File: config.mk
export PLATFORM = sky130hd
export DESIGN_NAME = crload_top
export DESIGN_NICKNAME = d
export VERILOG_FILES = /design/src/crload_pkg.sv /design/src/crload_top.sv
export SDC_FILE = /design/constraint.sdc
export NUM_CORES = 2
export LEC_CHECK = 0
export ABC_AREA = 0
export BUFFER_PORTS_ARGS = -buffer_cell sky130_fd_sc_hd__buf_4
export CORE_ASPECT_RATIO = 1.25
export CORE_MARGIN = 2
export CORE_UTILIZATION = 45
export CTS_CLUSTER_DIAMETER = 40
export DETAILED_ROUTE_END_ITERATION = 7
export GPL_TIMING_DRIVEN = 0
export PLACE_DENSITY_LB_ADDON = 0.08
export SETUP_SLACK_MARGIN = 0.4
export SLEW_MARGIN = 10
export SYNTH_ARGS = -nofsm -noshare
export SYNTH_HDL_FRONTEND = slang
export SYNTH_SLANG_ARGS = --single-unit
File: constraint.sdc
create_clock -name i_clk -period 9.7 [get_ports i_clk]
set_clock_uncertainty 0.15 [all_clocks]
set_input_delay 0.97 -clock i_clk [delete_from_list [all_inputs] [get_ports i_clk]]
set_output_delay 0.97 -clock i_clk [all_outputs]
set_load 0.1 [all_outputs]
File: src/crload_pkg.sv
// Constants for the calibration record loader.
// Assumes a byte-addressed information flash read as 16-bit words.
package crload_pkg;
    localparam int ADDR_W = 16;
    localparam logic [15:0] SEG_BASE = 16'h10c0;
    localparam logic [15:0] FIRST_REC = 16'h10c2;
    localparam logic [15:0] SEG_LAST = 16'h10ff;
    localparam logic [5:0] COVERED_WORDS = 6'h1f;
    localparam logic [7:0] TAG_UNUSED = 8'hfe;
    localparam logic [7:0] TAG_OSC = 8'h01;
    localparam logic [7:0] TAG_CONV = 8'h08;
    // Fixed address of the oscillator record tag.
    localparam logic [15:0] OSC_TAG_ADDR = 16'h10f6;
    localparam logic [15:0] HDR_BYTES = 16'h0002;
    localparam logic [15:0] CONV_GAIN_OFS = 16'h0000;
    localparam logic [15:0] CONV_OFFSET_OFS = 16'h0002;
    localparam logic [15:0] CONV_LOREF_OFS = 16'h0004;
    localparam logic [15:0] CONV_HIREF_OFS = 16'h000a;
    localparam logic [7:0] TAP_LOWEST = 8'h00;
    localparam int FACTOR_SHIFT = 16;
    typedef enum logic [1:0] {
        CRLOAD_F16M = 2'h0,
        CRLOAD_F12M = 2'h1,
        CRLOAD_F8M = 2'h2,
        CRLOAD_F1M = 2'h3
    } crload_freq_t;
endpackage

File: src/crload_top.sv
// Calibration record loader: checksum, record walk, oscillator load and
// converter result correction. Assumes a word flash read port that
// answers a request with an acknowledge after any number of clocks.
`timescale 1ns/1ps
`default_nettype none
module crload_top (
    // Clock and reset
    input wire logic i_clk,
    input wire logic i_rst_b,
    // Control
    input wire logic i_start,
    input wire logic [1:0] i_freq_sel,
    // Flash read port
    output logic o_fl_req,
    output logic [15:0] o_fl_addr,
    input wire logic i_fl_ack,
    input wire logic [15:0] i_fl_data,
    // Clock generator registers
    output logic [7:0] o_clock_range_select_reg,
    output logic [7:0] o_oscillator_tap_mod_reg,
    output logic o_osc_wr,
    // Converter result path
    input wire logic i_raw_valid,
    input wire logic [11:0] i_raw,
    input wire logic i_high_reference_select,
    input wire logic i_use_ref,
    input wire logic i_use_gain,
    input wire logic i_use_offset,
    output logic o_cor_valid,
    output logic [15:0] o_cor,
    // Status
    output logic o_busy,
    output logic o_done,
    output logic o_chk_err,
    output logic o_conv_found
);
    typedef enum logic [7:0] {
        S_IDLE = 8'h01,
        S_SUM = 8'h02,
        S_TAG = 8'h04,
        S_DATA = 8'h08,
        S_CLR = 8'h10,
        S_RANGE = 8'h20,
        S_TAP = 8'h40,
        S_FIN = 8'h80
    } crload_state_t;

    crload_state_t state;
    logic [15:0] addr;
    logic [15:0] acc;
    logic [15:0] stored_sum;
    logic [5:0] wcnt;
    logic [15:0] rec_addr;
    logic [7:0] rec_len;
    logic [2:0] didx;
    logic [7:0] range_byte;
    logic [7:0] tap_byte;
    logic [15:0] gain_f;
    logic [15:0] offs;
    logic [15:0] loref_f;
    logic [15:0] hiref_f;
    logic first_word;

    // Byte within a word: low byte at even address.
    function automatic logic [7:0] byte_of(input logic [15:0] w,
                                           input logic [15:0] a);
        byte_of = a[0] ? w[15:8] : w[7:0];
    endfunction

    // Oscillator pair base offset for the chosen frequency.
    function automatic logic [15:0] osc_pair(input logic [1:0] f);
        osc_pair = {13'h0000, f, 1'b0};
    endfunction

    logic [15:0] next_rec;
    assign next_rec = rec_addr + crload_pkg::HDR_BYTES +
        {8'h00, rec_len};

    always_ff @(posedge i_clk) begin
        if (!i_rst_b) begin
            state <= S_IDLE;
            addr <= crload_pkg::SEG_BASE;
            acc <= 16'h0000;
            stored_sum <= 16'h0000;
            wcnt <= 6'h00;
            rec_addr <= crload_pkg::FIRST_REC;
            rec_len <= 8'h00;
            didx <= 3'h0;
            range_byte <= 8'h00;
            tap_byte <= 8'h00;
            gain_f <= 16'h8000;
            offs <= 16'h0000;
            loref_f <= 16'h8000;
            hiref_f <= 16'h8000;
            first_word <= 1'b1;
            o_fl_req <= 1'b0;
            o_fl_addr <= 16'h0000;
            o_busy <= 1'b0;
            o_done <= 1'b0;
            o_chk_err <= 1'b0;
            o_conv_found <= 1'b0;
            o_osc_wr <= 1'b0;
            o_clock_range_select_reg <= 8'h00;
            o_oscillator_tap_mod_reg <= 8'h00;
        end else begin
            o_osc_wr <= 1'b0;
            unique case (state)
                S_IDLE: begin
                    if (i_start) begin
                        state <= S_SUM;
                        o_busy <= 1'b1;
                        o_done <= 1'b0;
                        o_chk_err <= 1'b0;
                        o_conv_found <= 1'b0;
                        acc <= 16'h0000;
                        wcnt <= 6'h00;
                        first_word <= 1'b1;
                        o_fl_req <= 1'b1;
                        o_fl_addr <= crload_pkg::SEG_BASE;
                        addr <= crload_pkg::SEG_BASE;
                    end
                end
                S_SUM: begin
                    if (i_fl_ack) begin
                        if (first_word) begin
                            stored_sum <= i_fl_data;
                            first_word <= 1'b0;
                        end else begin
                            acc <= acc ^ i_fl_data;
                            wcnt <= wcnt + 6'h01;
                        end
                        if (!first_word &&
                            wcnt == crload_pkg::COVERED_WORDS - 6'h01) begin
                            // Sum of XOR and stored word must be zero.
                            if (16'((acc ^ i_fl_data) + stored_sum)
                                != 16'h0000) begin
                                o_chk_err <= 1'b1;
                                o_fl_req <= 1'b0;
                                state <= S_FIN;
                            end else begin
                                rec_addr <= crload_pkg::FIRST_REC;
                                o_fl_addr <= crload_pkg::FIRST_REC;
                                state <= S_TAG;
                            end
                        end else begin
                            o_fl_addr <= addr + 16'h0002;
                            addr <= addr + 16'h0002;
                        end
                    end
                end
                S_TAG: begin
                    if (i_fl_ack) begin
                        rec_len <= i_fl_data[15:8];
                        didx <= 3'h0;
                        if (i_fl_data[7:0] == crload_pkg::TAG_CONV) begin
                            o_fl_addr <= rec_addr + crload_pkg::HDR_BYTES;
                            state <= S_DATA;
                        end else begin
                            // Unused and oscillator records are skipped here.
                            rec_addr <= rec_addr + crload_pkg::HDR_BYTES +
                                {8'h00, i_fl_data[15:8]};
                            o_fl_addr <= rec_addr + crload_pkg::HDR_BYTES +
                                {8'h00, i_fl_data[15:8]};
                            if (rec_addr + crload_pkg::HDR_BYTES +
                                {8'h00, i_fl_data[15:8]} >=
                                crload_pkg::SEG_LAST) begin
                                o_fl_addr <= crload_pkg::OSC_TAG_ADDR +
                                    crload_pkg::HDR_BYTES +
                                    osc_pair(i_freq_sel);
                                state <= S_CLR;
                            end
                        end
                    end
                end
                S_DATA: begin
                    if (i_fl_ack) begin
                        unique case (didx)
                            3'h0: gain_f <= i_fl_data;
                            3'h1: offs <= i_fl_data;
                            3'h2: loref_f <= i_fl_data;
                            3'h5: hiref_f <= i_fl_data;
                            default: ;
                        endcase
                        didx <= didx + 3'h1;
                        o_fl_addr <= o_fl_addr + 16'h0002;
                        if (didx == 3'h7) begin
                            o_conv_found <= 1'b1;
                            rec_addr <= next_rec;
                            o_fl_addr <= next_rec;
                            state <= S_TAG;
                            if (next_rec >= crload_pkg::SEG_LAST) begin
                                o_fl_addr <= crload_pkg::OSC_TAG_ADDR +
                                    crload_pkg::HDR_BYTES +
                                    osc_pair(i_freq_sel);
                                state <= S_CLR;
                            end
                        end
                    end
                end
                S_CLR: begin
                    if (i_fl_ack) begin
                        tap_byte <= byte_of(i_fl_data, 16'h0000);
                        range_byte <= byte_of(i_fl_data, 16'h0001);
                        o_fl_req <= 1'b0;
                        o_oscillator_tap_mod_reg <=
                            crload_pkg::TAP_LOWEST;
                        o_osc_wr <= 1'b1;
                        state <= S_RANGE;
                    end
                end
                S_RANGE: begin
                    o_clock_range_select_reg <= range_byte;
                    o_osc_wr <= 1'b1;
                    state <= S_TAP;
                end
                S_TAP: begin
                    o_oscillator_tap_mod_reg <= tap_byte;
                    o_osc_wr <= 1'b1;
                    state <= S_FIN;
                end
                S_FIN: begin
                    o_busy <= 1'b0;
                    o_done <= 1'b1;
                    o_fl_req <= 1'b0;
                    state <= S_IDLE;
                end
            endcase
        end
    end

    // Result correction: two pipeline stages. Corrections are only applied
    // once a good segment is loaded; the raw value passes otherwise.
    logic cal_ok;
    assign cal_ok = o_done && !o_chk_err && o_conv_found;
    logic [15:0] ref_f;
    assign ref_f = i_high_reference_select ? hiref_f : loref_f;
    logic [15:0] dbl;
    assign dbl = {3'h0, i_raw, 1'b0};
    logic [31:0] p_ref;
    logic [31:0] p_gain;
    assign p_ref = dbl * ref_f;
    logic [15:0] mid;
    logic mid_valid;

    always_ff @(posedge i_clk) begin
        if (!i_rst_b) begin
            mid <= 16'h0000;
            mid_valid <= 1'b0;
        end else begin
            mid_valid <= i_raw_valid;
            if (i_raw_valid) begin
                mid <= (cal_ok && i_use_ref) ?
                    p_ref[31:crload_pkg::FACTOR_SHIFT] : {4'h0, i_raw};
            end
        end
    end

    // Gain stage works on the reference-corrected value, offset after it.
    logic [15:0] dbl_mid;
    assign dbl_mid = {mid[14:0], 1'b0};
    assign p_gain = dbl_mid * gain_f;
    logic [15:0] gained;
    assign gained = (cal_ok && i_use_gain) ?
        p_gain[31:crload_pkg::FACTOR_SHIFT] : mid;

    always_ff @(posedge i_clk) begin
        if (!i_rst_b) begin
            o_cor <= 16'h0000;
            o_cor_valid <= 1'b0;
        end else begin
            o_cor_valid <= mid_valid;
            if (mid_valid) begin
                o_cor <= (cal_ok && i_use_offset) ?
                    gained + offs : gained;
            end
        end
    end

    chk_sum_gate: assert property (
        @(posedge i_clk) disable iff (!i_rst_b)
        o_chk_err |-> !o_osc_wr)
        else $error("oscillator written after checksum error");
    chk_clear_first: assert property (
        @(posedge i_clk) disable iff (!i_rst_b)
        state == S_RANGE |-> o_oscillator_tap_mod_reg ==
            crload_pkg::TAP_LOWEST)
        else $error("tap not cleared before range write");
    chk_seq_order: assert property (
        @(posedge i_clk) disable iff (!i_rst_b)
        state == S_RANGE |=> state == S_TAP ##1 state == S_FIN)
        else $error("oscillator write order broken");
    chk_tap_load: assert property (
        @(posedge i_clk) disable iff (!i_rst_b)
        state == S_TAP |=> o_oscillator_tap_mod_reg == $past(tap_byte))
        else $error("tap byte not loaded");
    chk_walk_start: assert property (
        @(posedge i_clk) disable iff (!i_rst_b)
        $rose(state == S_TAG) && $past(state) == S_SUM
        |-> o_fl_addr == crload_pkg::FIRST_REC)
        else $error("walk not started at first record");
    chk_pipe_lat: assert property (
        @(posedge i_clk) disable iff (!i_rst_b)
        i_raw_valid |-> ##2 o_cor_valid)
        else $error("corrected result latency wrong");
    chk_pass_raw: assert property (
        @(posedge i_clk) disable iff (!i_rst_b)
        i_raw_valid && !cal_ok ##1 !cal_ok
        |=> o_cor == {4'h0, $past(i_raw, 2)})
        else $error("raw value not passed without calibration");
    chk_done_idle: assert property (
        @(posedge i_clk) disable iff (!i_rst_b)
        state == S_FIN |=> o_done && !o_busy)
        else $error("done flag not raised");
    // A failed segment must still end the load, or software waits forever.
    chk_err_done: assert property (
        @(posedge i_clk) disable iff (!i_rst_b)
        $rose(o_chk_err) |=> o_done && !o_busy)
        else $error("checksum error did not end the load");
    chk_req_busy: assert property (
        @(posedge i_clk) disable iff (!i_rst_b)
        o_fl_req |-> o_busy)
        else $error("flash read requested while idle");
    chk_three_writes: assert property (
        @(posedge i_clk) disable iff (!i_rst_b)
        state == S_CLR && i_fl_ack |=> o_osc_wr [*3] ##1 !o_osc_wr)
        else $error("oscillator write burst not three cycles");
endmodule
`default_nettype wire

## Word level (Yosys, flattened, before mapping)

Index checks and enable logic that the tools add are counted.

- Bits of input ports: 39
- Output and inout port bits: 55
- Bits in registers: 242
- Memories: 0
- Bits in writable memories: 0
- ROM bits: 0
- Latch bits: 0
- Logic and storage cells: 178

- Div/mod/pow operators: 0
- Muxes and demuxes: 69
- Shift operators: 0
- Equal/unequal tests: 28
- $lt $le $gt $ge: 2
- Reductions and logical operators: 38
- $add $sub $neg: 10
- Multiply operators: 2
- Bitwise operators: 1

Operators by type and width:

| cell | count |
|---|---|
| $mux W16 | 24 |
| $mux W8 | 11 |
| $pmux W16 S2 | 2 |
| $pmux W16 S4 | 1 |
| $pmux W8 S8 | 1 |
| $add A16 B2 Y16 const B | 3 |
| $pmux W16 S3 | 1 |
| $add A16 B16 Y16 | 2 |
| $add A16 B8 Y16 | 2 |
| $ge A16 B13 Y1 const B | 2 |
| $mul A15 B16 Y31 | 1 |
| $mul A12 B16 Y28 | 1 |
| $ne A2 B2 Y1 const B | 12 |
| $reduce_and A3 Y1 | 7 |
| $mux W6 | 3 |
| $eq A8 B4 Y1 const B | 2 |
| $pmux W8 S2 | 1 |
| $reduce_and A8 Y1 | 2 |
| $reduce_bool A16 Y1 | 1 |
| $xor A16 B16 Y16 | 1 |
| $add A13 B3 Y14 const A | 1 |
| $mux W13 | 1 |
| $mux W1 | 12 |
| $pmux W1 S2 | 6 |
| 30 further kinds | 50 |

## Logic depth before layout (Yosys ltp)

- Word-level depth: 7
- Gate-level depth with buffers: 36
- Depth with buffers taken out: 35

## Least setup slack after synthesis

OpenSTA, ideal clock, no wires.

- Kind: register -> register
- Start point: register mid[6]
- End point: register o_cor[15]
- Setup time: 0.132 ns
- Arrival: 7.756 ns
- Period minus slack after synthesis: 8.038 ns
- Cell stages (with the launch flop): 32
- Path slack: 1.662 ns
- Buffers on the path: 2
- Required time: 9.418 ns
- Path through: dfxtp_1 -> clkbuf_1 -> clkbuf_1 -> nand2_1 -> fa_1 -> fa_1 -> fa_1 -> inv_1 -> fa_1 -> fa_1 -> inv_1 -> fa_1 -> inv_1 -> ha_1 -> a21oi_1 -> o21ai_0 -> nor3_1 -> a21oi_1 -> xnor2_1 -> o21ai_0 -> ha_1 -> a21o_1 -> a21o_1 -> a2111oi_0 -> o31ai_1 -> o41ai_1 -> o2111ai_1 -> a21oi_1 -> xnor2_1 -> nand2_1 -> xnor2_1 -> a21oi_1

- Cells in the longest elaborated chain, start to end: 4

RTL lines:

| what | RTL line | RTL |
|---|---|---|
| from (decl) | crload_top.sv:242 | `logic [15:0] mid;` |
| from (signal assigned) | crload_top.sv:252 | `mid <= (cal_ok && i_use_ref) ?` |
| $mul A15 B16 Y31 | crload_top.sv:261 | `assign p_gain = dbl_mid * gain_f;` |
| $mux W16 * | crload_top.sv:263 | `assign gained = (cal_ok && i_use_gain) ?` |
| $add A16 B16 Y16 | crload_top.sv:274 | `gained + offs : gained;` |
| $mux W16 * | crload_top.sv:273 | `o_cor <= (cal_ok && i_use_offset) ?` |
| to (signal assigned) | crload_top.sv:273 |  |
| to (decl) | crload_top.sv:30 | `output logic [15:0] o_cor,` |

Mark *: on every way between the ends. The rest lies on a longest branch, timed or not.
A chain may end at the register's enable or synchronous reset.

## Final worst setup path

- Start point: register mid[8]
- End point: register o_cor[12]

The elaborated chain is that of the path after synthesis.

==> impl_metrics.json <==
{
  "grt-ovfl-total": 0,
  "wirelength_um": 82400,
  "syn_to_final_growth_pct": 11.7,
  "endpoint_kind": "flop",
  "synth_edf_count": 0,
  "root_buffer": "clkbuf_16",
  "antenna_found_initial": 1,
  "period_needed_ps": 8810,
  "wl_per_cell_um": 20.0,
  "start_util_pct": 45.5,
  "num-fill-cells": 5618,
  "hold_violations": 0,
  "setup_violations": 0,
  "hold_slack_ps": 302,
  "path_common_cell": "fa_1",
  "worst_slew_pin_slew_ps": 1050,
  "setup_slack_ps": 889,
  "post-route-period-util_pct": 90.8,
  "cp_max_fo": 10,
  "fin_util_pct": 50.8,
  "swShare_pct": 30.9,
  "core_area_mm2": 0.0573,
  "synthArstFlopShare_pct": 0,
  "p_sw_uw": 949,
  "cts_hold_buf": 0,
  "p_clk_share_pct": 50.9,
  "avgSynthCellArea_um2": 8.09,
  "required_ps": 9980,
  "yosys_warnings": 0,
  "netlist_area_mm2": 0.0260,
  "combPwrFrac_pct": 15.6,
  "path_clk_slew_ps": 60,
  "detail_route.vias_per_cell": 5.59,
  "nNetsFinal": 3892,
  "portBuffers": 75,
  "startpoint_type": "flop",
  "cts_max_level": 2,
  "p_leak_nw": 13.3,
  "hold_path_class": "reg -> reg",
  "ant_nets": 0,
  "worst_ir_drop_vdd_uv": 136,
  "die_h_um": 273,
  "gp_congestion": 0.927,
  "dieArea_mm2": 0.0598,
  "clockBufferDepth": 3,
  "yosys_register_bits": 238,
  "grt_max_degree": 14,
  "vias": 23058,
  "status": "complete, no violations",
  "p_per_area_mw_per_mm2": 106,
  "p_int_mw": 2.12,
  "pwr-share-seq_pct": 33.5,
  "rsz0062_at_grt": "no",
  "critPathKind": "reg -> reg",
  "hpwlAfterDp_um": 65000,
  "synth_nets": 3771,
  "rows": 98,
  "post-cts-setup-buffers": 0,
  "drt_iter0_markers": 1407,
  "max_freq_ghz": 0.113,
  "rrSetupSlack_ps": 890,
  "synth.top_cells.by_area": "fa_1, dfxtp_1, ha_1",
  "numCtsBuffers": 43,
  "slowest_stage": "fa_1",
  "grt_pass1_wl_um": 131000,
  "yosysSeqAreaShare_pct": 18.3,
  "slew_headroom_pct": 29.7,
  "synth_top_flop_cell": "dfxtp_1",
  "first_pass_iters": 6,
  "dp_slack_ps": -183,
  "drive_above_1_share_pct": 6.61,
  "drv_cap": 0,
  "yosysTopAreaCell": "fa_1",
  "grt_pass1_vias": 23583,
  "critical_path_arrival_ps": 9090,
  "insertion_delay_ps": 570,
  "drc_errors": 0,
  "yosysTopAreaCellShare_pct": 22.7,
  "cts_tree": "built",
  "yosysUniqueCellTypes": 89,
  "die_w_um": 219,
  "synthCells": 3221,
  "max_stage_delay_ps": 560,
  "finalInstanceArea_mm2": 0.0291,
  "io_pins": 94,
  "post_dp_cell_area_mm2": 0.0276,
  "clock-sinks": 238,
  "slew_violations": 0,
  "grt_usage_pct": 28.0
}
[Yosys cell counts, drive strengths merged, types with 7 or more instances]
cell / instances
or3: 7
nor2b: 12
a2111oi: 7
mux2i: 32
nand2b: 8
inv: 380
fa: 296
xor2: 58
a221oi: 7
xnor2: 69
buf: 15
nor3: 34
a21o: 23
nand3b: 13
nor4: 14
nand3: 84
nand4: 20
o21bai: 10
nand2: 587
ha: 215
mux2: 18
o31ai: 12
dfxtp: 238
clkbuf: 167
and2: 193
nor2: 161
o22ai: 10
a22oi: 7
a31oi: 23
and3: 21
a21oi: 247
a311oi: 9
o21ai: 106
a211oi: 16
[kinds of logic (layout without fill, tap and decap cells)]
| family | Yosys count | in the layout | synth area share (%) |
|---|---|---|---|
| xor gates and xnor gates | 127 | 127 | 4.27 |
| adders and majority gates | 511 | 511 | 33.1 |
| and+or+nand+nor | 1185 | 1185 | 21.3 |
| DFF | 238 | 238 | 18.3 |
| other | 0 | 1 | 0 |
| AOI/OAI and AO/OA | 548 | 548 | 12.9 |
| muxes | 50 | 50 | 2.01 |
| buffers and inverters | 562 | 717 | 8.20 |
[power groups by stage]
| stage | Sequential (mW) | Combinational (mW) | Clock (mW) |
|---|---|---|---|
| finish | 1.03 | 0.480 | 1.56 |
| global route | 1.03 | 0.516 | 1.63 |
| CTS | 1.03 | 0.475 | 1.59 |
| detailed placement | 1.05 | 0.472 | 0 |
| global placement | 1.05 | 0.467 | 0 |
| floorplan | 1.11 | 0.254 | 0 |
[per-stage QoR]
stage,power [mW],cells,TNS (ps)
after floorplan,1.36,3221,0
after global placement,1.51,4046,-28.1
after detailed placement,1.52,4047,-183
after CTS,3.09,4126,0
after global routing,3.18,4126,0
final,3.07,4127,0
[metal layers]
layer  part of all wire (%)  global-route usage (%)  wire [µm]
met1                     43                    36.6      35100
met2                     48                    47.7      40000
met3                    5.6                    3.45       4610
met4                    3.3                    9.71       2720
met5                  0.017                       0         14
[cell usage in the layout, fill, tap and decap left out, types with 6 or more instances in the layout]
cell type    n
o211ai_1     6
or3_1        7
nand2_1    587
clkbuf_2    13
mux2i_1     32
a22oi_1      7
ha_1       215
dfxtp_1    236
o31ai_1     12
o22ai_1     10
o21a_1       6
a221oi_1     7
nand4_1     20
fa_1       296
nor3_1      31
mux2_2      18
buf_4       77
nor2_1     160
nor2b_1     12
a21o_1      23
a21oi_1    247
nand3_1     82
nand2b_1     8
xor2_1      58
a311oi_1     9
nand3b_1    13
inv_6        7
nor4_1      13
o21ai_0    101
and2_1     192
inv_1      380
o21bai_1    10
a31oi_1     23
xnor2_1     69
and3_1      21
buf_1        7
clkbuf_16   44
clkbuf_1   156
a211oi_1    15
[cell type report]
cell class	instances	area, µm²	area share, %
clock buffers	51	1180	4.05
multi-input cells	2421	19200	65.9
inverters	380	1430	4.90
plain buffers	182	724	2.49
repair buffers	76	571	1.96
flip-flops and latches	238	4770	16.4
clock inverters	28	320	1.10
well taps	750	938	3.23
diodes	1	2.50	0.00860
[what timing repair did]
item / CTS / global route
setup endpoints to repair: 5 / 4
pin swaps: 0 / 0
resized for setup: 10 / 14
[worst paths after layout]
kind | from | to | cells after the start
setup reg to reg | mid[8]$_SDFFE_PN0P_ | o_cor[12]$_SDFFE_PN0P_ | 32
hold / removal | tap_byte[1]$_SDFFE_PN0P_ | o_oscillator_tap_mod_reg[1]$_SDFFE_PN0P_ | 2
setup / recovery | mid[8]$_SDFFE_PN0P_ | o_cor[12]$_SDFFE_PN0P_ | 32
hold reg to reg | tap_byte[1]$_SDFFE_PN0P_ | o_oscillator_tap_mod_reg[1]$_SDFFE_PN0P_ | 2
[worst max-delay path, delay by kind of cell, from the launching register on]
kind	cells	cell delay, ps
DFF	1	300
buffers and inverters	5	850
adders and majority gates	9	4020
and+or+nand+nor	4	600
xor gates and xnor gates	2	280
AOI/OAI and AO/OA	12	2470
Power figures use the tool's default switching activity.
